<file path="src/hdl/csd_consts.vh">
// Purpose: constants for the chip-select and DRAM strobe block
// Assumes: 20-bit byte addresses, 16-bit I/O addresses, 40 MHz clock
// Notes:   offsets, fields, upper and peripheral reset values and counts live here
// Operation
// - Eight peripheral selects decode peripheral block
// - Peripheral block base set by software
// - Peripheral selects float in reset, hold
// - Peripheral at data phase, memory at address
// - Upper select on upper block, up 512K
// - Upper select floats in reset, hold
// - Upper width from strap sampled at reset
// - After reset upper window F0000h, 64K
// - Two column strobes when region is DRAM
// - Column strobe 0 low byte, 1 high
// - Upper DRAM uses upper row strobe
// - Lower DRAM uses row strobe on lower pin
// - Lower block base, size up to 512K
`ifndef CSD_CONSTS_VH
`define CSD_CONSTS_VH
// ---------------------------------------------------------------
// Register offsets
// ---------------------------------------------------------------
`define CSD_REG_PER_BASE  4'h0
`define CSD_REG_PER_CTRL  4'h1
`define CSD_REG_UPR_BASE  4'h2
`define CSD_REG_UPR_SIZE  4'h3
`define CSD_REG_LWR_BASE  4'h4
`define CSD_REG_LWR_SIZE  4'h5
`define CSD_REG_MEM_CTRL  4'h6
`define CSD_REG_STATUS    4'h7
// ---------------------------------------------------------------
// Field positions
// ---------------------------------------------------------------
`define CSD_PER_MEM_BIT   0
`define CSD_UPR_DRAM_BIT  0
`define CSD_LWR_DRAM_BIT  1
`define CSD_UPR_X8_BIT    2
`define CSD_LWR_EN_BIT    3
// ---------------------------------------------------------------
// Reset values (upper base and size in 4K units, 8 bits wide)
// ---------------------------------------------------------------
`define CSD_UPR_BASE_RST  8'hf0
`define CSD_UPR_SIZE_RST  8'h10
`define CSD_MAX_SIZE      8'h80
`define CSD_PER_BASE_RST  16'h0000
`define CSD_PER_SHIFT     7
// ---------------------------------------------------------------
// Timing
// ---------------------------------------------------------------
`define CSD_CYC_PER_PHASE 2'h1
`endif

</file>
<file path="src/hdl/csd_top.v">
// Purpose: peripheral/upper/lower selects and DRAM row/column strobes
// Assumes: bus cycle shown by i_addr_valid (address phase) then i_data_phase
// Notes:   select and column strobe pins use o_*_oe_n low while driving
//          no refresh, page mode or row/column address mux here
//          base and size stored raw; the 512K clamp is in decode
`include "csd_consts.vh"
`default_nettype none
module csd_top (
    // Clock and reset
    input  wire        i_clk,
    input  wire        i_nrst,
    // Processor bus cycle
    input  wire        i_addr_valid,   // Address phase on separate address bus
    input  wire        i_data_phase,   // Multiplexed bus data phase
    input  wire        i_is_mem,       // 1 memory, 0 I/O
    input  wire [19:0] i_addr,
    input  wire        i_write_low_byte,
    input  wire        i_write_high_byte,
    input  wire        i_read,
    input  wire        i_bus_hold,     // Another master owns the bus
    // Strap pin
    input  wire        i_upper_select_byte_width_strap,
    // Register port
    input  wire [3:0]  i_reg_addr,
    input  wire [15:0] i_reg_wdata,
    input  wire        i_reg_wr,
    input  wire        i_reg_rd,
    output reg  [15:0] o_reg_rdata,
    // Peripheral selects
    output reg  [7:0]  o_peripheral_select_n,
    output reg         o_peripheral_select_oe_n,
    // Upper memory select / upper row strobe
    output reg         o_upper_memory_select_n,
    output reg         o_upper_memory_select_oe_n,
    output reg         o_row_strobe_upper_n,
    // Lower select pin: select or lower row strobe
    output reg         o_lower_memory_select_n,
    output reg         o_lower_select_oe_n,
    // Column strobes
    output reg  [1:0]  o_column_strobe_n,
    output reg         o_column_strobe_oe_n,
    // Bus width of the current upper access
    output reg         o_upper_is_x8
);
    // ---------------------------------------------------------------
    // Decode helper
    // ---------------------------------------------------------------
    // Region hit on 4K units, size clamped to 512K
    // Nine-bit top so a block ending at FFFFFh does not wrap
    function in_region;
        input [19:0] addr;
        input [7:0]  base;
        input [7:0]  size;
        reg   [8:0]  top;
        reg   [7:0]  sz;
        begin
            sz = (size > `CSD_MAX_SIZE) ? `CSD_MAX_SIZE : size;
            top = {1'b0, base} + {1'b0, sz};
            in_region = ({1'b0, addr[19:12]} >= {1'b0, base}) &&
                        ({1'b0, addr[19:12]} < top);
        end
    endfunction

    // ---------------------------------------------------------------
    // Registers
    // ---------------------------------------------------------------
    reg [15:0] per_base_r;   // Peripheral block base
    reg        per_mem_r;    // Peripheral block in memory space
    reg [7:0]  upr_base_r;   // Upper block base, 4K units
    reg [7:0]  upr_size_r;   // Upper block size, 4K units
    reg [7:0]  lwr_base_r;   // Lower block base
    reg [7:0]  lwr_size_r;   // Lower block size
    reg        upr_dram_r;   // Upper region is DRAM
    reg        lwr_dram_r;   // Lower region is DRAM
    reg        lwr_en_r;     // Lower region enabled
    reg        upr_x8_r;     // Upper width, loaded from strap
    reg [1:0]  strap_cnt_r;  // Edges since release, stops at 3
    wire       strap_done;   // Strap width has been taken
    wire       strap_s;      // Synchronised strap level
    wire       hold_s;       // Synchronised bus hold

    // Counting keeps the strap out until the synchroniser holds the pin
    assign strap_done = (strap_cnt_r == 2'h3);

    // Strap and hold come from pins, so synchronise them
    // Hold acts two edges after its pin, the pins one edge later
    csd_sync u_sync_strap (
        .i_clk  (i_clk),
        .i_nrst (i_nrst),
        .i_d    (i_upper_select_byte_width_strap),
        .o_q    (strap_s)
    );
    csd_sync u_sync_hold (
        .i_clk  (i_clk),
        .i_nrst (i_nrst),
        .i_d    (i_bus_hold),
        .o_q    (hold_s)
    );

    // ---------------------------------------------------------------
    // Register writes and strap capture
    // ---------------------------------------------------------------
    always @(posedge i_clk or negedge i_nrst) begin
        if (!i_nrst) begin
            per_base_r   <= `CSD_PER_BASE_RST;
            per_mem_r    <= 1'b0;
            upr_base_r   <= `CSD_UPR_BASE_RST;
            upr_size_r   <= `CSD_UPR_SIZE_RST;
            lwr_base_r   <= 8'h00;
            lwr_size_r   <= 8'h00;
            upr_dram_r   <= 1'b0;
            lwr_dram_r   <= 1'b0;
            lwr_en_r     <= 1'b0;
            upr_x8_r     <= 1'b0;
            strap_cnt_r  <= 2'h0;
        end else begin
            // Strap taken once, at the third edge after release: the
            // synchroniser shows its reset level for the first two
            if (!strap_done) begin
                strap_cnt_r <= strap_cnt_r + 2'h1;
            end
            if (strap_cnt_r == 2'h2) begin
                upr_x8_r <= strap_s;
            end
            if (i_reg_wr) begin
                case (i_reg_addr)
                    `CSD_REG_PER_BASE: per_base_r <= i_reg_wdata;
                    `CSD_REG_PER_CTRL: per_mem_r  <= i_reg_wdata[`CSD_PER_MEM_BIT];
                    `CSD_REG_UPR_BASE: upr_base_r <= i_reg_wdata[7:0];
                    `CSD_REG_UPR_SIZE: upr_size_r <= i_reg_wdata[7:0];
                    `CSD_REG_LWR_BASE: lwr_base_r <= i_reg_wdata[7:0];
                    `CSD_REG_LWR_SIZE: lwr_size_r <= i_reg_wdata[7:0];
                    `CSD_REG_MEM_CTRL: begin
                        upr_dram_r <= i_reg_wdata[`CSD_UPR_DRAM_BIT];
                        lwr_dram_r <= i_reg_wdata[`CSD_LWR_DRAM_BIT];
                        lwr_en_r   <= i_reg_wdata[`CSD_LWR_EN_BIT];
                        // Software override only once the strap is taken
                        if (strap_done) begin
                            upr_x8_r <= i_reg_wdata[`CSD_UPR_X8_BIT];
                        end
                    end
                    default: ;   // Unmapped writes ignored
                endcase
            end
        end
    end

    // ---------------------------------------------------------------
    // Register read, data one cycle after strobe
    // ---------------------------------------------------------------
    reg [15:0] rd_nxt;   // Read mux
    // Reads have no side effects, so a stray read is harmless
    always @* begin
        case (i_reg_addr)
            `CSD_REG_PER_BASE: rd_nxt = per_base_r;
            `CSD_REG_PER_CTRL: rd_nxt = {15'h0000, per_mem_r};
            `CSD_REG_UPR_BASE: rd_nxt = {8'h00, upr_base_r};
            `CSD_REG_UPR_SIZE: rd_nxt = {8'h00, upr_size_r};
            `CSD_REG_LWR_BASE: rd_nxt = {8'h00, lwr_base_r};
            `CSD_REG_LWR_SIZE: rd_nxt = {8'h00, lwr_size_r};
            `CSD_REG_MEM_CTRL: rd_nxt = {12'h000, lwr_en_r, upr_x8_r, lwr_dram_r, upr_dram_r};
            // Live strobe state, low active as on the pins
            `CSD_REG_STATUS:   rd_nxt = {3'h0, hold_s, o_column_strobe_n, o_row_strobe_upper_n,
                                         o_lower_memory_select_n, o_peripheral_select_n};
            default:           rd_nxt = 16'h0000;
        endcase
    end

    always @(posedge i_clk or negedge i_nrst) begin
        if (!i_nrst) begin
            o_reg_rdata <= 16'h0000;
        end else if (i_reg_rd) begin
            o_reg_rdata <= rd_nxt;
        end else begin
            // Zero between reads keeps a shared read bus quiet
            o_reg_rdata <= 16'h0000;   // Data stand for one cycle only
        end
    end

    // ---------------------------------------------------------------
    // Address decode
    // ---------------------------------------------------------------
    wire       upr_hit;      // Memory access in upper block
    wire       lwr_hit;      // Memory access in lower block
    wire       per_hit;      // Access inside peripheral block
    wire [2:0] per_idx;      // Which of the eight regions
    wire [19:0] per_off;     // Offset from block base

    // Upper beats lower beats peripheral: overlap is a software fault,
    // and priority still keeps a single select low at a time

    assign upr_hit = i_is_mem && in_region(i_addr, upr_base_r, upr_size_r);
    assign lwr_hit = i_is_mem && lwr_en_r && !upr_hit &&
                     in_region(i_addr, lwr_base_r, lwr_size_r);
    // Peripheral block: eight 128-byte regions above the base
    assign per_off = i_addr - (per_mem_r ? {per_base_r, 4'h0} : {4'h0, per_base_r});
    // Below the base per_off wraps high, so the limit test rejects it
    assign per_hit = (i_is_mem == per_mem_r) &&
                     (per_off < 20'h00400) && !upr_hit && !lwr_hit;
    assign per_idx = per_off[`CSD_PER_SHIFT+2:`CSD_PER_SHIFT];

    // ---------------------------------------------------------------
    // Strobe generation
    // ---------------------------------------------------------------
    // Memory selects follow the address phase; peripheral selects wait
    // for the data phase so they never glitch on a stale address.
    reg        upr_act_r;    // Upper access latched at address phase
    reg        lwr_act_r;    // Lower access latched at address phase
    reg        per_act_r;    // Peripheral access pending
    reg [2:0]  per_idx_r;    // Latched region
    reg [1:0]  byte_r;       // Latched byte writes
    reg        rd_r;         // Latched read

    // Latch on the address phase, clear on the first idle edge; a cycle
    // seen while hold is up is never latched, so no select is owed

    always @(posedge i_clk or negedge i_nrst) begin
        if (!i_nrst) begin
            upr_act_r <= 1'b0;
            lwr_act_r <= 1'b0;
            per_act_r <= 1'b0;
            per_idx_r <= 3'h0;
            byte_r    <= 2'h0;
            rd_r      <= 1'b0;
        end else if (i_addr_valid && !hold_s) begin
            upr_act_r <= upr_hit;
            lwr_act_r <= lwr_hit;
            per_act_r <= per_hit;
            per_idx_r <= per_idx;
            byte_r    <= {i_write_high_byte, i_write_low_byte};
            rd_r      <= i_read;
        end else if (!i_data_phase) begin
            // Cycle over: drop everything but the latched region between accesses
            upr_act_r <= 1'b0;
            lwr_act_r <= 1'b0;
            per_act_r <= 1'b0;
            byte_r    <= 2'h0;
            rd_r      <= 1'b0;
        end
    end

    // ---------------------------------------------------------------
    // Output flops, all active low except o_upper_is_x8
    // ---------------------------------------------------------------
    always @(posedge i_clk or negedge i_nrst) begin
        if (!i_nrst) begin
            // Reset: pins released, pullups hold them high
            o_peripheral_select_n      <= 8'hff;
            o_peripheral_select_oe_n   <= 1'b1;
            o_upper_memory_select_n    <= 1'b1;
            o_upper_memory_select_oe_n <= 1'b1;
            o_row_strobe_upper_n       <= 1'b1;
            o_lower_memory_select_n    <= 1'b1;
            o_lower_select_oe_n        <= 1'b1;
            o_column_strobe_n          <= 2'h3;
            o_column_strobe_oe_n       <= 1'b1;
            o_upper_is_x8              <= 1'b0;
        end else if (hold_s) begin
            // Bus hold: release every pin with an enable; row strobe held high
            // Release lags the pin by three edges: two sync stages, this flop
            o_peripheral_select_n      <= 8'hff;
            o_peripheral_select_oe_n   <= 1'b1;
            o_upper_memory_select_n    <= 1'b1;
            o_upper_memory_select_oe_n <= 1'b1;
            o_row_strobe_upper_n       <= 1'b1;
            o_lower_memory_select_n    <= 1'b1;
            o_lower_select_oe_n        <= 1'b1;
            o_column_strobe_n          <= 2'h3;
            o_column_strobe_oe_n       <= 1'b1;
            o_upper_is_x8              <= upr_x8_r;
        end else begin
            // Driving: enables low, levels from the latched cycle
            o_peripheral_select_oe_n   <= 1'b0;
            o_upper_memory_select_oe_n <= 1'b0;
            o_lower_select_oe_n        <= 1'b0;
            o_column_strobe_oe_n       <= 1'b0;
            o_upper_is_x8              <= upr_x8_r;
            // Peripheral select one-hot, only in the data phase
            o_peripheral_select_n <= (per_act_r && i_data_phase) ?
                                     ~(8'h01 << per_idx_r) : 8'hff;
            // Upper: select in SRAM mode, upper row strobe in DRAM mode
            // Row strobe has no enable of its own; it idles high
            o_upper_memory_select_n <= !(upr_act_r && !upr_dram_r);
            o_row_strobe_upper_n    <= !(upr_act_r && upr_dram_r);
            // Lower pin carries select or lower row strobe
            o_lower_memory_select_n <= !lwr_act_r;
            // Column strobes wait for the data phase, not the row; byte lanes on writes
            if ((upr_act_r && upr_dram_r) || (lwr_act_r && lwr_dram_r)) begin
                // Reads strobe both lanes so the DRAM returns a full word
                if (i_data_phase && rd_r) begin
                    o_column_strobe_n <= 2'h0;
                end else if (i_data_phase) begin
                    o_column_strobe_n <= ~byte_r;
                end else begin
                    o_column_strobe_n <= 2'h3;
                end
            end else begin
                o_column_strobe_n <= 2'h3;
            end
        end
    end
endmodule
`default_nettype wire

</file>
<file path="src/hdl/csd_sync.v">
// Purpose: two-stage synchroniser for one pin level
// Assumes: the input is asynchronous to i_clk
// Notes:   the first stage is read only by the second
`default_nettype none
module csd_sync (
    // Clock and reset
    input  wire i_clk,
    input  wire i_nrst,
    // Pin level
    input  wire i_d,
    output reg  o_q
);
    reg meta_r;   // First stage, feeds o_q only

    // ---------------------------------------------------------------
    // Two flops in series
    // ---------------------------------------------------------------
    always @(posedge i_clk or negedge i_nrst) begin
        if (!i_nrst) begin
            meta_r <= 1'b0;
            o_q    <= 1'b0;
        end else begin
            meta_r <= i_d;
            o_q    <= meta_r;
        end
    end
endmodule
`default_nettype wire

</file>
<file path="config.mk">
export PLATFORM = sky130hd
export DESIGN_NAME = csd_top
export DESIGN_NICKNAME = d
export VERILOG_FILES = /design/src/hdl/csd_top.v /design/src/hdl/csd_sync.v
export VERILOG_INCLUDE_DIRS = /design/src /design/src/hdl
export SDC_FILE = /design/constraint.sdc
export NUM_CORES = 1
export LEC_CHECK = 0
export BUFFER_PORTS_ARGS = -buffer_cell sky130_fd_sc_hd__buf_2
export CAP_MARGIN = 20
export CORE_UTILIZATION = 57
export DETAILED_ROUTE_END_ITERATION = 8
export HOLD_SLACK_MARGIN = 0.02
export PLACE_DENSITY = 0.79
export SLEW_MARGIN = 20
export SYNTH_ARGS = -nofsm -noshare
export SYNTH_HDL_FRONTEND = slang
export SYNTH_SLANG_ARGS = --single-unit
</file>
<file path="constraint.sdc">
create_clock -name i_clk -period 7.9 [get_ports i_clk]
set_input_delay 0 -clock i_clk [delete_from_list [all_inputs] [get_ports i_clk]]
set_output_delay 0 -clock i_clk [all_outputs]
set_load 0.03 [all_outputs]
</file>
# After elaboration in Yosys (flattened, before gate mapping)
# Index checks and enable logic that the tools add are counted.
dict set report word_totals {
  word_cells 111
  output_inout_bits 34
  regBits 99
}
dict set report op_classes {
  n_bitwise 2
  magnitude_cmp 7
  n_eq_ne 11
  add_sub_neg 4
  n_reduce_logical 31
  mux 26
  shift 1
}
# cell n
set op_table {}
lappend op_table {{$pmux 16 s8} 1}
lappend op_table {{$mux 8} 4}
lappend op_table {{$lt 20x11->1 const B} 1}
lappend op_table {{$mux 20} 1}
lappend op_table {{$sub 20x20->20} 1}
lappend op_table {{$add 8x8->9} 2}
lappend op_table {{$lt 8x9->1} 2}
lappend op_table {{$eq 4x3->1 const B} 4}
lappend op_table {{$ge 8x8->1} 2}
lappend op_table {{$gt 8x8->1 const B} 2}
lappend op_table {{$mux 16} 1}
lappend op_table {{$logic_and 1x1->1} 15}
lappend op_table {{$reduce_and 2->1} 7}
lappend op_table {{$mux 1} 13}
lappend op_table {{$mux 2} 6}
lappend op_table {{$eq 4x2->1 const B} 2}
lappend op_table {{$not 8->8} 1}
lappend op_table {{$shl 1x3->8 const A} 1}
lappend op_table {{$logic_not 1->1} 7}
lappend op_table {{$eq 2x2->1 const B} 2}
lappend op_table {{$eq 4x1->1 const B} 1}
lappend op_table {{$logic_not 4->1} 1}
lappend op_table {{$add 2x1->2 const B} 1}
lappend op_table {{$ne 2x1->1 const B} 1}
lappend op_table {{other kinds (3)} 3}

# Longest topological paths before layout
# Gate-level depths: netlist of the first run.
dict set report logic_depth {
  depth_word 12
  mapped_depth 18
}

# Modules after synthesis
# From an unflattened synthesis of the first run, not the netlist that was laid out.
dict set report hier_totals {
  hier_cells 626
  hier_area_um2 6399.9
}
# module seq_area_each_um2 area_per_inst_um2 cells_each instances
set modules_own_cells {}
lappend modules_own_cells {csd_top 2401.1 6299.8 622 1}
lappend modules_own_cells {csd_sync 50.0 50.0 2 2}

# Worst setup path after synthesis of the first run
# No wires, ideal clock.
dict set report synth_timing {
  path_kind {reg2reg}
  startpoint {register upr_size_r[7]}
  endpoint {register per_act_r}
  path_stages_with_launch 19
  slack_ns 4.743
  required_ns 7.835
  arrival_time_ns 3.091
  path_cell_list {dfrtp_1 nand2b_1 inv_1 ha_1 a21o_1 a21oi_1 o21bai_1 a21oi_1 o21bai_1 a21oi_1 xor2_1 ha_1 nor2_1 a211oi_1 o41ai_1 o211ai_2 o2111ai_1 nor4b_2 a31o_1}
}
dict set report synth_between {
  elab_chain_len 12
}
# item line
set synth_rtl {}
lappend synth_rtl {{from (decl)} csd_top.v:70} ;# reg [7:0] upr_size_r;
lappend synth_rtl {{from (signal assigned)} csd_top.v:108} ;# upr_size_r <= `CSD_UPR_SIZE_RST;
lappend synth_rtl {{from (signal assigned)} csd_top.v:130} ;# `CSD_REG_UPR_SIZE: upr_size_r <= i_reg_wdata[7:0];
lappend synth_rtl {{$gt 8x8->1 (no line)} -}
lappend synth_rtl {{$mux 8 (*)} csd_top.v:57} ;# sz = (size > `CSD_MAX_SIZE) ? `CSD_MAX_SIZE : size;
lappend synth_rtl {{$add 8x8->9 (*)} csd_top.v:58} ;# top = {1'b0, base} + {1'b0, sz};
lappend synth_rtl {{$lt 8x9->1 (*)} csd_top.v:60} ;# ({1'b0, addr[19:12]} < top);
lappend synth_rtl {{$logic_and 1x1->1 (*)} csd_top.v:59} ;# in_region = ({1'b0, addr[19:12]} >= {1'b0, base}) &&
lappend synth_rtl {{$logic_and 1x1->1 (*)} csd_top.v:192} ;# assign upr_hit = i_is_mem && in_region(i_addr, upr_base_r, upr_size_r);
lappend synth_rtl {{$logic_not 1->1 (*)} {csd_top.v:193, csd_top.v:199}}
lappend synth_rtl {{$logic_and 1x1->1 (2 in a row)} csd_top.v:193} ;# assign lwr_hit = i_is_mem && lwr_en_r && !upr_hit &&
lappend synth_rtl {{$logic_not 1->1} csd_top.v:199} ;# (per_off < 20'h00400) && !upr_hit && !lwr_hit;
lappend synth_rtl {{$logic_and 1x1->1 (*)} csd_top.v:199}
lappend synth_rtl {{$mux 1 (*)} csd_top.v:225} ;# end else if (i_addr_valid && !hold_s) begin
lappend synth_rtl {{to (signal assigned)} csd_top.v:228} ;# per_act_r <= per_hit;
lappend synth_rtl {{to (decl)} csd_top.v:209} ;# reg per_act_r;
# Mark *: on every way between the ends. The rest lies on a longest branch, timed or not.
# A chain may end at the register's enable or synchronous reset.

# Final worst setup path of the first run
# Ends and elaborated chain as after synthesis.

==> impl_metrics.tcl, run 1 <==
set metrics [dict create \
    outcome "finished clean" \
    dieArea_um2 11400 \
    cts_buffer_depth 2 \
    num_vias 5141 \
    hpwl_mm 12.8 \
    root_buffer "clkbuf_8" \
    tns_ns 0 \
    layout_commonest_cell "buf_2" \
    clk_pin_slew_ns 0.09 \
    fillCellCount 849 \
    final_cell_area_um2 7250 \
    nets 837 \
    grtUsageTotal 0.310 \
    worstPathRequired_ns 8.21 \
    syn_inst 611 \
    fin_crit_ns 3.63 \
    viasPerCell 5.99 \
    p_int_mw 1.06 \
    grt-ovfl-total 0 \
    routed_wl_mm 16.5 \
    endpoint_kind "register" \
    num_rows 37 \
    wire_per_inst_um 19.2 \
    hp-class "input pin to register" \
    synth-compound-area-share 0.142 \
    placed_area_um2 6800 \
    syn_area_um2 6280 \
    peakVddDrop_mv 0.166 \
    synth_xor_xnor_area_share 0.0321 \
    die_h_um 107 \
    cts_tree "yes" \
    switching_share 0.392 \
    syn_nets 731 \
    synth_top_family_by_area "compound AO/OA/AOI/OAI gates" \
    cts_setup_buffers 0 \
    synth.mux.area_fraction 0.118 \
    powerDensity_nw_per_um2 240 \
    final-max-slew-violation-count 0 \
    hold_viol 0 \
    critPathArrivalTime_ns 3.94 \
    n_antenna_cell 0 \
    power.switching_mw 0.682 \
    total_power_mw 1.74 \
    htree_levels 3 \
    min_period_over_period 0.460 \
    clk_latency_ns 0.37 \
    setup_viol 0 \
    yosysUniqueCellTypes 62 \
    comb_power_share 0.434 \
    core-area_um2 10500 \
    clock_skew_ns 0.00597 \
    final_cell_mix "84 x buf_2, 80 x dfrtp_1, 66 x ha_1, 52 x nand2_1, 41 x mux2_2" \
    antenna_found_initial 0 \
    fmax_ghz 0.275 \
    cp_max_fo 10 \
    area_growth_pct 15.4 \
    chipWidth_um 107 \
    rsz0062_at_grt "false" \
    portBuffers 85 \
    drt_iter0_drc 377 \
    async_flop_share 1.00 \
    tightest_slew_ns 0.973 \
    grt_pass1_wl_mm 26.7 \
    criticalPathCategory "register to register" \
    maxCapViolCount 0 \
    grt_pass1_vias 5104 \
    drcViolationCount 0 \
    synth-edff-count 0 \
    cts.sinks 99 \
    ys_ff_latch 99 \
    syn_avg_cell_area_um2 10.3 \
    startpoint_type "register" \
    grt_max_degree 56 \
    p_leak_nw 3.35 \
    p_clk_frac 0.166 \
    yosysWarnings 0 \
    initial_core_util 0.598 \
    ios 86 \
    antenna_left 0 \
    p_seq_frac 0.400 \
    ys_dominant_reg_cell "dfrtp_1" \
    place_congestion 0.916 \
    firstDrtPassIters 4 \
    synth_simple_gate_area_share 0.140 \
    max_slew_margin 0.351 \
    layout-drive-gt1-share 0.247 \
    ys_seq_area_frac 0.398 \
    yosys.area_share.adder 0.138 \
    cts_buffers 9 \
]
## what timing repair did
| action | in CTS | in global routing |
|---|---|---|
| resized for setup | 0 | 0 |
| endpoints found under the hold margin | 100 | 0 |
| hold buffers | 28 | 0 |
## logic make-up (layout without fill, tap and decap cells)
logic type,Yosys count,count (layout)
xor+xnor,23,23
fa+ha+maj,68,68
mux,66,66
flops,99,99
buf+inv,49,160
simple gates,169,169
compound gates,137,137
## power groups by stage
stage	Combinational, mW	Sequential, mW	Clock, mW
after floorplan	0.562	0.663	0
after global placement	0.698	0.700	0
after detailed placement	0.730	0.702	0
after CTS	0.747	0.693	0.292
after global routing	0.848	0.707	0.310
final	0.754	0.696	0.288
## synth_stat cells, drive strengths merged (3+ instances only)
library cell / count / area share
o21bai: 4 / 0.0048
a221oi: 5 / 0.0080
o21a: 7 / 0.0084
a31oi: 9 / 0.0090
nor3: 11 / 0.0088
dfstp: 19 / 0.079
xnor2: 14 / 0.020
and3: 6 / 0.0060
nor4: 3 / 0.0054
nand3: 13 / 0.010
and2: 4 / 0.0040
xor2: 9 / 0.013
mux2i: 19 / 0.030
a211oi: 4 / 0.0048
clkbuf: 7 / 0.0042
dfrtp: 80 / 0.32
o2111ai: 5 / 0.0070
a22oi: 7 / 0.0084
inv: 30 / 0.018
a21oi: 40 / 0.033
a21o: 5 / 0.0060
buf: 12 / 0.0098
nor3b: 5 / 0.0076
nand2b: 11 / 0.011
mux2: 45 / 0.081
o21ai: 33 / 0.028
nor2b: 22 / 0.022
nor2: 32 / 0.020
or3: 3 / 0.0038
ha: 66 / 0.13
o31ai: 3 / 0.0044
nand2: 52 / 0.031
o211ai: 5 / 0.0068
## final cells by class
| type | count | area (µm²) | share of cell area |
|---|---|---|---|
| Clock buffer | 10 | 128 | 0.0176 |
| Clock inverter | 6 | 41.3 | 0.00570 |
| Inverter | 30 | 113 | 0.0155 |
| Multi-Input combinational cell | 463 | 3580 | 0.494 |
| Sequential cell | 99 | 2500 | 0.345 |
| Tap cell | 136 | 170 | 0.0235 |
| Timing Repair Buffer | 114 | 716 | 0.0987 |
## registers in the layout, summed over array words and instances (netlist names), 2 cells and up
name / flops
o_reg_rdata: 16
per_base_r: 16
lwr_base_r: 8
lwr_size_r: 8
o_peripheral_select_n: 8
upr_base_r: 8
upr_size_r: 8
per_idx_r: 3
byte_r: 2
o_column_strobe_n: 2
strap_cnt_r: 2
## final timing paths
path | start | to | slack, ns | cells past startpoint
setup / recovery | upr_size_r[7]$_DFFE_PN0P_ | per_act_r$_DFFE_PN0P_ | 4.27 | 18
hold / removal | i_is_mem | upr_act_r$_DFFE_PN0P_ | 0.12 | 4
setup reg to reg | upr_size_r[7]$_DFFE_PN0P_ | per_act_r$_DFFE_PN0P_ | 4.27 | 18
hold reg to reg | u_sync_hold.meta_r$_DFF_PN0_ | u_sync_hold.o_q$_DFF_PN0_ | 0.36 | 0
max in group asynchronous | i_nrst | lwr_base_r[2]$_DFFE_PN0P_ | 6.67 | 3
min in group asynchronous | i_nrst | u_sync_hold.meta_r$_DFF_PN0_ | 0.14 | 2
## worst max-delay path, stage by stage, from the launching register on
cell,delay [ns]
dfrtp_1,0.53
nand2b_1,0.20
inv_1,0.06
ha_1,0.26
a21o_1,0.17
a21oi_1,0.24
o21bai_1,0.09
a21oi_1,0.23
o21bai_1,0.10
a21oi_1,0.20
xor2_1,0.10
ha_1,0.28
nor2_1,0.04
a211oi_1,0.19
o41ai_1,0.14
o211ai_2,0.20
o2111ai_1,0.15
nor4b_2,0.23
a31o_1,0.16
## routing by layer
layer  up-vias  routed length [µm]  GRT usage  share of wire
met5         -                   0          0              0
met4         0                 435      0.116          0.026
met3        35                1050     0.0492          0.064
met2       201                7610      0.488           0.46
met1      2493                7400      0.431           0.45
li1       2412                   -          -              -
## metrics by stage
step | hold WS [ns] | setup slack, ns | cells | util
floorplan | -0.296 | 4.74 | 611 | -
global placement | 0.0118 | 4.54 | 814 | 0.647
detailed placement | 0.0167 | 4.32 | 814 | 0.647
CTS | 0.124 | 4.29 | 858 | 0.690
global route | 0.149 | 4.03 | 858 | 0.690
finish | 0.122 | 4.27 | 858 | 0.690
Power figures use the tool's default switching activity.
==> run 2: changes to the inputs <==
--- a/config.mk
+++ b/config.mk
@@ -8,10 +8,10 @@
 export LEC_CHECK = 0
 export BUFFER_PORTS_ARGS = -buffer_cell sky130_fd_sc_hd__buf_2
 export CAP_MARGIN = 20
-export CORE_UTILIZATION = 57
+export CORE_UTILIZATION = 53
 export DETAILED_ROUTE_END_ITERATION = 8
 export HOLD_SLACK_MARGIN = 0.02
-export PLACE_DENSITY = 0.79
+export PLACE_DENSITY = 0.77
 export SLEW_MARGIN = 20
 export SYNTH_ARGS = -nofsm -noshare
 export SYNTH_HDL_FRONTEND = slang
==> constraint.sdc (replaced) <==
create_clock -name i_clk -period 2.92 [get_ports i_clk]
set_input_delay 0 -clock i_clk [delete_from_list [all_inputs] [get_ports i_clk]]
set_output_delay 0 -clock i_clk [all_outputs]
set_load 0.03 [all_outputs]
==> run 2 against run 1 <==
Effect of this change:
- first-iteration DRC count increased by 31%
- combinational power increased to 3.2 times the previous value
- the run now ends with setup timing left
- non-clock buffer count increased by 35
- sequential share of layout area decreased by 2.0 points
- critical path type unchanged
- core utilization decreased by 1.7 points
- maximum frequency increased by 9.1%
- global-route usage decreased by 0.88 points
- critical path depth unchanged
- die area increased by 7.4%
==> impl_metrics.tcl, run 2 (synthesized netlist as in run 1, its figures left out) <==
set metrics [dict create \
    cts_buffer_depth 2 \
    clock_skew_ns 0.0103 \
    antenna_left 0 \
    die_h_um 111 \
    drcViolationCount 0 \
    tns_ns -0.818 \
    num_vias 5371 \
    initial_core_util 0.548 \
    maxCapViolCount 0 \
    wire_per_inst_um 20.0 \
    htree_levels 3 \
    final_cell_mix "84 x buf_2, 78 x dfrtp_1, 64 x ha_1, 52 x nand2_1, 41 x mux2_2" \
    path_cells "nor2b_2 -> ha_2 -> inv_2 -> fa_2 -> nor2b_2 -> o21a_1 -> o21ai_2 -> nand2b_1 -> a21oi_2 -> xor2_1 -> ha_1 -> o2111ai_2 -> a21oi_2 -> o41ai_2 -> o211ai_2 -> o2111ai_2 -> nor4b_2 -> a31o_1" \
    nets 872 \
    root_buffer "clkbuf_16" \
    p_leak_nw 3.59 \
    grtUsageTotal 0.301 \
    clk_pin_slew_ns 0.07 \
    critPathArrivalTime_ns 3.60 \
    cts_tree "yes" \
    grt_pass1_wl_mm 28.6 \
    final-max-slew-violation-count 0 \
    tightest_slew_ns 0.959 \
    endpoint_kind "register" \
    chipWidth_um 111 \
    powerDensity_nw_per_um2 697 \
    portBuffers 85 \
    cp_max_fo 4 \
    fin_hold_ws_ns 0.0680 \
    dieArea_um2 12300 \
    core-area_um2 11500 \
    hp-class "input pin to register" \
    outcome "complete, but fails checks" \
    crit_slowest_cell "dfrtp_2" \
    cp_num_buf_inv 1 \
    grt_max_degree 47 \
    cts.sinks 99 \
    n_antenna_cell 0 \
    fin_ws_ns -0.409 \
    ios 86 \
    worst_path_dominant_cell_family "compound AO/OA/AOI/OAI gates" \
    criticalPathCategory "register to register" \
    postLayoutCoreUtil 0.673 \
    rsz0062_at_grt "true" \
    violations "setup timing" \
    setup_viol 3 \
    fmax_ghz 0.300 \
    slowest_delay_ns 0.43 \
    worstPathRequired_ns 3.20 \
    clk_latency_ns 0.35 \
    top_regs "o_reg_rdata (16), per_base_r (16)" \
    routed_wl_mm 18.0 \
    startpoint_type "register" \
    grt_pass1_vias 5354 \
    cts_buffers 9 \
    hold_viol 0 \
    area_growth_pct 22.8 \
    fin_crit_ns 3.33 \
    max_slew_margin 0.356 \
    firstDrtPassIters 6 \
    hpwl_mm 13.2 \
    antenna_found_initial 0 \
    viasPerCell 5.97 \
    layout_commonest_cell "buf_2" \
    min_period_over_period 1.14 \
    layout-drive-gt1-share 0.313 \
    num_rows 39 \
    grt-ovfl-total 0 \
    drt_iter0_drc 493 \
    peakVddDrop_mv 0.379 \
    place_congestion 0.900 \
]
==> run 2: cell types whose count changed in the layout (fill, tap and decap cells not counted), sizes merged <==
cell,change
buf,+37
dlygate4sd3,-2
clkbuf,+4
clkinv,-1
inv,-1
clkinvlp,-3
==> run 2: power by group <==
group	leakage (nW)	switching (mW)	internal, mW
Combinational	2.27	1.25	1.15
Clock	0.133	0.494	0.623
Sequential	1.20	0.252	1.60
Total	3.59	2.00	3.38
==> run 2: path summary, 6_finish.rpt <==
kind                                                   start                      endpoint  slack, ns  depth (start not counted)
worst max-delay path               upr_size_r[7]$_DFFE_PN0P_         per_act_r$_DFFE_PN0P_      -0.41                         18
max in group asynchronous                             i_nrst     lwr_size_r[7]$_DFFE_PN0P_       1.88                          3
worst min register to register  u_sync_hold.meta_r$_DFF_PN0_     u_sync_hold.o_q$_DFF_PN0_       0.35                          0
min in group asynchronous                             i_nrst  u_sync_hold.meta_r$_DFF_PN0_       0.20                          2
worst min-delay path                                i_reg_wr         per_mem_r$_DFFE_PN0P_       0.07                          3
worst max register to register     upr_size_r[7]$_DFFE_PN0P_         per_act_r$_DFFE_PN0P_      -0.41                         18
==> run 2: cell type report <==
class / count / area [µm²]
multi-input combinational: 463 / 3670
inverter: 30 / 113
clock buffer: 14 / 264
sequential: 99 / 2500
tap: 143 / 179
timing repair buffer: 149 / 973
fill: 879 / 3750
clock inverter: 1 / 8.76
==> run 2: what timing repair did <==
| action | in CTS | in global routing |
|---|---|---|
| resized for setup | 7 | 9 |
| pin swaps | 2 | 2 |
| endpoints found under the hold margin | 63 | 0 |
| endpoints found under the setup margin | 3 | 3 |
| buffers inserted | 1 | 0 |
| hold buffers | 26 | 0 |
==> run 2: worst register-to-register path, delay by kind of cell, from the launching register on <==
kind                       cells  cell delay, ns
xor gates and xnor gates       1            0.15
DFF                            1            0.43
and+or+nand+nor                4            0.62
adders and majority gates      3            0.85
AOI/OAI and AO/OA              9            1.20
buffers and inverters          1            0.04
==> run 2: metal layers <==
| layer | global-route usage | vias to the layer above | wire length [µm] |
|---|---|---|---|
| met2 | 0.477 | 258 | 8390 |
| met5 | 0 | - | 0 |
| li1 | - | 2478 | - |
| met3 | 0.0569 | 54 | 1420 |
| met1 | 0.405 | 2581 | 7570 |
| met4 | 0.124 | 0 | 615 |
==> run 2: through the flow <==
stage	worst slack (ns)	cells	power (mW)	area, µm²
2_1_floorplan	-0.127	611	3.36	6320
3_3_place_gp	-0.169	857	4.00	7120
3_5_place_dp	-0.401	857	4.10	7120
4_1_cts	-0.397	899	5.27	7680
5_1_grt	-0.604	899	5.71	7710
6_report	-0.409	899	5.38	7710
